### config.mk
export PLATFORM = sky130hd
export DESIGN_NAME = dual_event_counter_unit
export DESIGN_NICKNAME = d
export VERILOG_FILES = /design/src/dual_event_counter_pkg.sv /design/src/dual_event_counter_unit.sv
export VERILOG_INCLUDE_DIRS = /design/src
export SDC_FILE = /design/constraint.sdc
export NUM_CORES = 1
export LEC_CHECK = 0
export ABC_AREA = 1
export BUFFER_PORTS_ARGS = -buffer_cell sky130_fd_sc_hd__buf_2
export CAP_MARGIN = 0
export CORE_MARGIN = 2
export CORE_UTILIZATION = 29
export DETAILED_ROUTE_END_ITERATION = 10
export SLEW_MARGIN = 20
export SYNTH_ARGS = -nofsm -noshare
export SYNTH_HDL_FRONTEND = slang
export SYNTH_SLANG_ARGS = --single-unit
### constraint.sdc
create_clock -name core_clk -period 3.63 [get_ports core_clk]
set_clock_uncertainty 0.15 [all_clocks]
set_input_delay 0.726 -clock core_clk [delete_from_list [all_inputs] [get_ports core_clk]]
set_output_delay 0.726 -clock core_clk [all_outputs]
set_load 0.01 [all_outputs]
### src/dual_event_counter_params.svh
// constants for the dual event counter unit
// assumes inclusion by the package and by the design module
`ifndef DUAL_EVENT_COUNTER_PARAMS_SVH
`define DUAL_EVENT_COUNTER_PARAMS_SVH

`define CTR_WIDTH 40
`define CTRL_WIDTH 32
`define REG_SEL_WIDTH 2
`define SEL_CONTROL 2'h0
`define SEL_COUNTER_ZERO 2'h1
`define SEL_COUNTER_ONE 2'h2
`define EVENT_CODE_WIDTH 6
`define CODE_LO_ZERO 0
`define CODE_LO_ONE 16
`define CC_LO_ZERO 6
`define CC_LO_ONE 22
`define PIN_MODE_ZERO 9
`define PIN_MODE_ONE 25
`define CONTROL_RESET 32'h00000000
`define COUNTER_RESET 40'h0000000000
`define PIN_LAG_CYCLES 5
`define NUM_EVENTS 64

`endif

### src/dual_event_counter_pkg.sv
// types for the dual event counter unit
// assumes the params header sits in the same folder
`include "dual_event_counter_params.svh"

package dual_event_counter_pkg;

  // one counter's slice of the control register
  typedef struct packed {
    logic pin_mode;
    logic [2:0] count_control;
    logic [`EVENT_CODE_WIDTH-1:0] event_code;
  } counter_cfg_s;

  // register access request from the instruction path
  typedef struct packed {
    logic rd;
    logic wr;
    logic [`REG_SEL_WIDTH-1:0] sel;
    logic [`CTR_WIDTH-1:0] wdata;
  } reg_req_s;

endpackage

### src/dual_event_counter_unit.sv
// two 40-bit event/duration counters with indication pins
// assumes register access arrives from the model-register instruction
// decode with the current privilege level; events are core-clock synchronous
`timescale 1ns/100ps
`default_nettype none
`include "dual_event_counter_params.svh"

module dual_event_counter_unit
  import dual_event_counter_pkg::*;
#(
  parameter int CW = `CTR_WIDTH,
  parameter int LAG = `PIN_LAG_CYCLES,
  parameter int NEV = `NUM_EVENTS
) (
  // clock and reset
  input wire logic core_clk,
  input wire logic rst,
  // register access from model_reg_read_instr / model_reg_write_instr
  input wire reg_req_s reg_req,
  input wire logic [1:0] current_privilege_level,
  output logic [CW-1:0] reg_rdata,
  output logic reg_fault,
  // event sources: per event code, occurrences this clock (0..2) and level
  input wire logic [NEV-1:0][1:0] event_occur,
  input wire logic [NEV-1:0] event_level,
  // debug breakpoint pin sharing
  input wire logic breakpoint_mode,
  input wire logic [1:0] breakpoint_match,
  // indication pins
  output logic indication_pin_zero,
  output logic indication_pin_one
);

  logic [`CTRL_WIDTH-1:0] counter_control_register;
  logic [`CTRL_WIDTH-1:0] next_control;
  logic [1:0][CW-1:0] counter_value;
  logic [1:0][CW-1:0] next_value;
  logic [1:0] inc_flag;
  logic [1:0] ovf_flag;
  logic [1:0][LAG-1:0] pin_pipe;
  logic [1:0][LAG-1:0] next_pipe;
  logic [CW-1:0] next_rdata;
  logic next_fault;
  logic [1:0] next_pin;
  logic [1:0] pin_out;
  counter_cfg_s [1:0] cfg;
  logic access_ok;
  logic [1:0] sel_ctr;

  // field slices of the control register
  assign cfg[0] = {counter_control_register[`PIN_MODE_ZERO],
                   counter_control_register[`CC_LO_ZERO +: 3],
                   counter_control_register[`CODE_LO_ZERO +:
                                            `EVENT_CODE_WIDTH]};
  assign cfg[1] = {counter_control_register[`PIN_MODE_ONE],
                   counter_control_register[`CC_LO_ONE +: 3],
                   counter_control_register[`CODE_LO_ONE +:
                                            `EVENT_CODE_WIDTH]};

  // only privilege level zero may reach the registers
  assign access_ok = (current_privilege_level == 2'h0);
  assign sel_ctr[0] = (reg_req.sel == `SEL_COUNTER_ZERO);
  assign sel_ctr[1] = (reg_req.sel == `SEL_COUNTER_ONE);

  // control register next value; whole word written at once
  always_comb begin
    next_control = counter_control_register;
    if (reg_req.wr && access_ok && reg_req.sel == `SEL_CONTROL) begin
      next_control = reg_req.wdata[`CTRL_WIDTH-1:0];
    end
  end

  always_ff @(posedge core_clk) begin
    if (rst) begin
      counter_control_register <= `CONTROL_RESET;
    end else begin
      counter_control_register <= next_control;
    end
  end

  // counting: one identical slice per counter
  always_comb begin
    logic [1:0] amount;
    logic priv_ok;
    logic [CW:0] sum;
    amount = 2'h0;
    priv_ok = 1'b0;
    sum = '0;
    for (int i = 0; i < 2; i++) begin
      // low bit: levels 0-2, middle bit: level 3
      priv_ok = (current_privilege_level == 2'h3) ?
                cfg[i].count_control[1] : cfg[i].count_control[0];
      if (!priv_ok) begin
        amount = 2'h0;
      end else if (cfg[i].count_control[2]) begin
        amount = {1'b0, event_level[cfg[i].event_code]};
      end else begin
        amount = event_occur[cfg[i].event_code];
      end
      sum = {1'b0, counter_value[i]} + {{(CW-1){1'b0}}, amount};
      next_value[i] = sum[CW-1:0];
      inc_flag[i] = (amount != 2'h0);
      ovf_flag[i] = sum[CW];
      if (reg_req.wr && access_ok && sel_ctr[i]) begin
        next_value[i] = reg_req.wdata;
        // the load replaces the count, so no pin pulse this cycle
        inc_flag[i] = 1'b0;
        ovf_flag[i] = 1'b0;
      end
    end
  end

  always_ff @(posedge core_clk) begin
    if (rst) begin
      counter_value <= {2{`COUNTER_RESET}};
    end else begin
      counter_value <= next_value;
    end
  end

  // read data; counters sampled live, no need to stop them
  always_comb begin
    next_rdata = '0;
    next_fault = (reg_req.rd || reg_req.wr) && !access_ok;
    if (reg_req.rd && access_ok) begin
      case (reg_req.sel)
        `SEL_CONTROL: next_rdata = {{(CW-`CTRL_WIDTH){1'b0}},
                                    counter_control_register};
        `SEL_COUNTER_ZERO: next_rdata = counter_value[0];
        `SEL_COUNTER_ONE: next_rdata = counter_value[1];
        default: next_fault = 1'b1;
      endcase
    end
  end

  always_ff @(posedge core_clk) begin
    if (rst) begin
      reg_rdata <= '0;
      reg_fault <= 1'b0;
    end else begin
      reg_rdata <= next_rdata;
      reg_fault <= next_fault;
    end
  end

  // pin pipeline: the pin register follows the last stage, LAG+1 clocks late
  always_comb begin
    for (int i = 0; i < 2; i++) begin
      next_pipe[i] = {pin_pipe[i][LAG-2:0],
                      cfg[i].pin_mode ? ovf_flag[i] : inc_flag[i]};
      // debugger owns the pins; counter indication withheld
      next_pin[i] = breakpoint_mode ? breakpoint_match[i]
                                    : pin_pipe[i][LAG-1];
    end
  end

  always_ff @(posedge core_clk) begin
    if (rst) begin
      pin_pipe <= '0;
      pin_out <= 2'h0;
    end else begin
      pin_pipe <= next_pipe;
      pin_out <= next_pin;
    end
  end

  assign indication_pin_zero = pin_out[0];
  assign indication_pin_one = pin_out[1];

  // assertions
  a_reset_clears_ctrl: assert property (@(posedge core_clk)
    $past(rst) |-> counter_control_register == `CONTROL_RESET)
    else $error("control register not cleared by reset");
  a_priv_write_block: assert property (@(posedge core_clk)
    disable iff (rst) (reg_req.wr && !access_ok && reg_req.sel == `SEL_CONTROL)
    |=> $stable(counter_control_register))
    else $error("control written outside level zero");
  a_disabled_stable: assert property (@(posedge core_clk)
    disable iff (rst) (cfg[0].count_control[1:0] == 2'h0 && !reg_req.wr)
    |=> $stable(counter_value[0]))
    else $error("disabled counter changed");
  a_dur_adds_one: assert property (@(posedge core_clk)
    disable iff (rst) (cfg[0].count_control == 3'h7 &&
      event_level[cfg[0].event_code] && !reg_req.wr)
    |=> counter_value[0] == $past(counter_value[0]) + 40'h1)
    else $error("duration counter did not add one");
  a_occ_adds_amount: assert property (@(posedge core_clk)
    disable iff (rst) (cfg[1].count_control == 3'h3 && !reg_req.wr)
    |=> counter_value[1] == $past(counter_value[1]) +
        $past(event_occur[cfg[1].event_code]))
    else $error("occurrence count wrong");
  a_pin_lag: assert property (@(posedge core_clk)
    disable iff (rst) ((!breakpoint_mode && !rst) [*7])
    |-> indication_pin_zero == $past(next_pipe[0][0], 6))
    else $error("pin lag mismatch");
  a_bp_hides_ctr: assert property (@(posedge core_clk)
    disable iff (rst) breakpoint_mode |=>
    indication_pin_one == $past(breakpoint_match[1]))
    else $error("counter shown in breakpoint mode");
  a_wrap_overflow: assert property (@(posedge core_clk)
    disable iff (rst) (ovf_flag[0] && !reg_req.wr)
    |=> counter_value[0] < 40'h2)
    else $error("counter did not wrap");

  // second counter: wrap, hold when disabled
  a_wrap_one: assert property (@(posedge core_clk)
    disable iff (rst) (ovf_flag[1] && !reg_req.wr)
    |=> counter_value[1] < 40'h2)
    else $error("counter one did not wrap");
  a_disabled_one: assert property (@(posedge core_clk)
    disable iff (rst) (cfg[1].count_control[1:0] == 2'h0 && !reg_req.wr)
    |=> $stable(counter_value[1]))
    else $error("disabled counter one changed");

  // privilege gating of the count codes
  a_priv_low_only: assert property (@(posedge core_clk)
    disable iff (rst) (cfg[0].count_control == 3'h1 &&
      current_privilege_level == 2'h3 && !reg_req.wr)
    |=> $stable(counter_value[0]))
    else $error("level three counted under low-level code");
  a_priv_high_only: assert property (@(posedge core_clk)
    disable iff (rst) (cfg[0].count_control == 3'h6 &&
      current_privilege_level != 2'h3 && !reg_req.wr)
    |=> $stable(counter_value[0]))
    else $error("low level counted under level-three code");
  a_occ_adds_zero: assert property (@(posedge core_clk)
    disable iff (rst) (cfg[0].count_control == 3'h3 && !reg_req.wr)
    |=> counter_value[0] == $past(counter_value[0]) +
        $past(event_occur[cfg[0].event_code]))
    else $error("occurrence count wrong on counter zero");

  // register access
  a_fault_refused: assert property (@(posedge core_clk)
    disable iff (rst) ((reg_req.rd || reg_req.wr) && !access_ok)
    |=> reg_fault)
    else $error("refused access gave no fault");
  a_ctrl_whole_word: assert property (@(posedge core_clk)
    disable iff (rst) (reg_req.wr && access_ok &&
      reg_req.sel == `SEL_CONTROL)
    |=> counter_control_register == $past(reg_req.wdata[`CTRL_WIDTH-1:0]))
    else $error("control word not taken whole");
  a_ctr_preset: assert property (@(posedge core_clk)
    disable iff (rst) (reg_req.wr && access_ok && sel_ctr[1])
    |=> counter_value[1] == $past(reg_req.wdata))
    else $error("counter one preset lost");
  a_live_read: assert property (@(posedge core_clk)
    disable iff (rst) (reg_req.rd && access_ok &&
      reg_req.sel == `SEL_COUNTER_ZERO)
    |=> reg_rdata == $past(counter_value[0]))
    else $error("running counter read wrong");

  // pins after reset and along the lag pipe
  a_reset_pins_low: assert property (@(posedge core_clk)
    rst |=> !indication_pin_zero && !indication_pin_one)
    else $error("indication pin high after reset");
  a_pin_lag_one: assert property (@(posedge core_clk)
    disable iff (rst) ((!breakpoint_mode && !rst) [*7])
    |-> indication_pin_one == $past(next_pipe[1][0], 6))
    else $error("pin one lag mismatch");
  a_pin_tracks_inc: assert property (@(posedge core_clk)
    disable iff (rst) ((!breakpoint_mode && !rst) [*7] ##0
      $past(!cfg[0].pin_mode && !reg_req.wr, 6))
    |-> indication_pin_zero == ($past(counter_value[0], 5) !=
        $past(counter_value[0], 6)))
    else $error("increment pin does not match counting");
  a_ovf_pin_quiet: assert property (@(posedge core_clk)
    disable iff (rst) ((!breakpoint_mode && !rst) [*7] ##0
      $past(cfg[1].pin_mode && !ovf_flag[1], 6))
    |-> !indication_pin_one)
    else $error("overflow pin raised without overflow");

  c_overflow_zero: cover property (@(posedge core_clk) ovf_flag[0]);
  c_double_inc: cover property (@(posedge core_clk)
    inc_flag[1] && event_occur[cfg[1].event_code] == 2'h2);
  c_pin_high: cover property (@(posedge core_clk) indication_pin_zero);
  c_bp_mode: cover property (@(posedge core_clk) breakpoint_mode);
  c_overflow_one: cover property (@(posedge core_clk) ovf_flag[1]);

endmodule

`default_nettype wire

==> out/results.txt <==
Status = finished, final reports clean
Area Growth Syn to Fin = 31.8%
Initial Utilization = 0.295
Lkg Pwr = 8.07 nW
Global Route Usage Sum = 0.265
Vias per cell = 5.37
Crit-path cells = buf_12 -> buf_12 -> buf_4 -> nand2_1 -> nand3_1 -> nand3_1 -> nand2_1 -> nand2_1 -> nand3_1 -> nand3_1 -> nand2_1 -> nand2_2 -> inv_4 -> ha_4 -> a21oi_1 -> nor2_2 -> nand2_2 -> nor2_2 -> nand3b_1 -> nor2_2 -> and3_1 -> o21ai_0 -> o21ai_1 -> inv_1
Power Density = 284 mW/mm2
Slew margin rel. = 0.269
CORE AREA = 0.0420 mm2
Number of synthesized flops with an enable pin = 0
Worst setup startpoint = counter_control_register[0]
Post-place instance area = 0.0151 mm2
First-iteration detailed-routing DRC count = 1908
Later-pin clock latency in the skew report = 0.45 ns
Area of the multi-input gates = 0.00769 mm2
Post-synth top area cell = dfxtp_1
Hold buffers post-CTS = 0
Synth Area per Inst = 5.72 um2
Largest cells by area after synthesis = dfxtp_1 (27%), nand2_1 (21%), nand3_1 (16%)
Yosys warning total = 0
Clock sinks = 165
Final hold vios = 0
Post-route ant nets = 0
DP Wirelength = 46600 um
Top-level port count = 286
Tmin final = 3.50 ns
Post-synth top flop = dfxtp_1
Async SR Flop Fraction = 0
Critical path class = reg -> reg
Slew Viols, Final = 0
Die W = 211 um
Post-synth net total = 2416
Maxcap violations = 0
Synth unique cells = 46
Final Cycle Share = 0.963
Max IR drop VDD = 0.247 mV
DRT Wirelength = 62400 um
Synth Instances = 2167
NumNets Final = 2745
CP required = 3.83 ns
Final setup vio count = 0
Min-Delay Path Class = reg -> reg
Final TNS setup = 0 ns
Layout cells sized above 1 = 0.212
CP max FO = 14
Worst Tran Pin Value = 1.09 ns
CP top delay family = simple AND/OR/NAND/NOR gates
Global-route wire length before repair = 90000 um
Pre-CTS worst setup slack = -0.150 ns
Worst reg2reg path depth = 24
Reg2reg setup slack = 0.13 ns
Critical Path Start Type = register
Fmax achieved = 0.286 GHz
Setup repair after global routing missed its margin = true
CTS Buf Count = 17
Routability congestion estimate = 0.951
Die Span Y = 211 um
CTS tree = done
WP buf/inv = 5
GRT overflow = 0
Reg-to-Reg Start = counter_control_register[0]
PortBufs = 285
Slowest CP cell = dfxtp_4
Crit. End Element = register
Worst-path clk slew = 0.08 ns
DR DRC count = 0
Register area share after synthesis = 0.267
Synth Cell Area = 0.0124 mm2
Worst path depth = 24
Wire per inst = 20.4 um
Row cnt = 75
Final WS setup = 0.133 ns
Die ar. = 0.0444 mm2
Hold slack = 0.250 ns
Area fraction of the dominant cell type after synthesis = 0.267
RR Endpoint = counter_value[35]
Register area = 0.00331 mm2
CP arrival = 3.69 ns
Fin util = 0.388
Yosys reg bits = 165
Root Buffer = clkbuf_16
Initial antenna violation count = 6
H-tree depth = 4
Longest Clk Path Bufs = 2
Vias in the first global route = 15200
Max incr delay on CP = 0.39 ns
Fill cells = 4601
Final non-filler cell area = 0.0163 mm2
Largest net degree at the start of global routing = 67
CP Capture Point = counter_value[35]
Drt pass-1 iters = 6
Via count = 16400
-- repair_timing --
action,4_1_cts,5_1_grt
setup buffers,0,18
gates cloned,0,13
setup endpoints to repair,4,32
gates resized for setup,1,55
pin swaps,0,9
-- state kept, by name (all words and copies together) (netlist names) --
signal / count
reg_fault: 1
pin_pipe: 2
next_pipe: 8
counter_control_register: 32
pin_out: 2
reg_rdata: 40
counter_value: 80
-- worst min path at each step --
stage / slack, ns / end / from / depth (start not counted)
final: 0.25 / next_pipe[7] / next_pipe[6] / 2
after detailed placement: 0.25 / pin_pipe[9] / next_pipe[9] / 2
after CTS: 0.26 / next_pipe[7] / next_pipe[6] / 2
after global routing: 0.28 / next_pipe[9] / next_pipe[8] / 2
after global placement: 0.25 / next_pipe[8] / next_pipe[7] / 2
after floorplan: 0.24 / next_pipe[2] / next_pipe[1] / 2
-- per-stage QoR --
stage | power, mW | cells
2_1_floorplan | 2.33 | 2167
3_3_place_gp | 2.74 | 2985
3_5_place_dp | 2.75 | 2985
4_1_cts | 4.59 | 3017
5_1_grt | 4.80 | 3054
6_report | 4.63 | 3054
-- cell usage after synthesis, types with 2 or more instances --
| cell | n |
|---|---|
| a32oi_1 | 2 |
| o211ai_1 | 12 |
| inv_2 | 10 |
| nor3_1 | 50 |
| or2_2 | 3 |
| inv_1 | 243 |
| fa_1 | 2 |
| nor3_2 | 4 |
| nor2_1 | 124 |
| a32o_1 | 3 |
| nor3_4 | 2 |
| nand2_1 | 701 |
| ha_1 | 4 |
| clkinv_1 | 3 |
| nand3_1 | 389 |
| nor4_1 | 8 |
| clkbuf_1 | 62 |
| or2_0 | 6 |
| dfxtp_1 | 165 |
| nand2_2 | 3 |
| xnor2_1 | 6 |
| buf_1 | 11 |
| nand3b_1 | 3 |
| nand4_1 | 26 |
| o22ai_1 | 45 |
| a21oi_1 | 58 |
| nor3b_1 | 2 |
| nor2_4 | 2 |
| buf_2 | 43 |
| nor2_2 | 10 |
| o21ai_1 | 8 |
| buf_4 | 5 |
| o21ai_0 | 111 |
| xor2_1 | 29 |
-- worst register-to-register path, stage by stage, from the launching register on --
cell and delay (ns):
dfxtp_4 0.39, buf_12 0.14, buf_12 0.14, buf_4 0.17, nand2_1 0.07, nand3_1 0.07
nand3_1 0.08, nand2_1 0.08, nand2_1 0.06, nand3_1 0.11, nand3_1 0.11, nand2_1 0.08
nand2_2 0.13, inv_4 0.06, ha_4 0.28, a21oi_1 0.07, nor2_2 0.21, nand2_2 0.10
nor2_2 0.12, nand3b_1 0.14, nor2_2 0.22, and3_1 0.17, o21ai_0 0.07, o21ai_1 0.13
inv_1 0.05
-- cell usage in the layout, fill, tap and decap left out, types with 4 or more instances in the layout --
cell type / count
o211ai_1: 12
inv_2: 11
buf_12: 25
nand2_2: 10
o21ai_0: 109
clkinv_8: 5
buf_4: 105
o21ai_1: 10
or2_0: 6
nor2_2: 10
nor2_4: 4
o22ai_1: 45
inv_8: 6
buf_6: 7
xor2_1: 29
nor2_1: 122
clkbuf_16: 27
inv_1: 238
nor3_1: 49
nand4_1: 26
dfxtp_1: 161
diode_2: 6
clkinv_1: 5
nor3_2: 5
nand2_1: 692
nand3_1: 386
xnor2_1: 6
nor4_1: 8
a21oi_1: 58
buf_2: 285
nand3_2: 4
-- routing by layer --
layer,routed length (um),share of wire,track usage,vias to the layer above
met2,28300,0.45,0.433,882
met1,26200,0.42,0.350,7684
li1,-,-,-,7687
met3,5270,0.085,0.0418,141
met4,2600,0.042,0.101,0
met5,0,0,0,-
-- area by class of cell --
type,instances,share of cell area
inverter,257,0.0608
sequential,165,0.203
multi-input combinational,1623,0.471
clock buffer,18,0.0269
tap,539,0.0413
clock inverter,14,0.00973
antenna,6,0.000919
timing repair buffer,432,0.186
-- where the power goes --
part	switching (mW)	internal, mW	leakage (nW)
Sequential	0.0479	1.85	1.34
Combinational	0.536	0.328	6.44
Clock	0.921	0.946	0.291
-- logic make-up after synthesis --
family / synth area share
and+or+nand+nor: 0.471
buffers and inverters: 0.121
AOI/OAI and AO/OA: 0.109
xor gates and xnor gates: 0.0247
DFF: 0.267
adders and majority gates: 0.00727
Power figures use the tool's default switching activity.
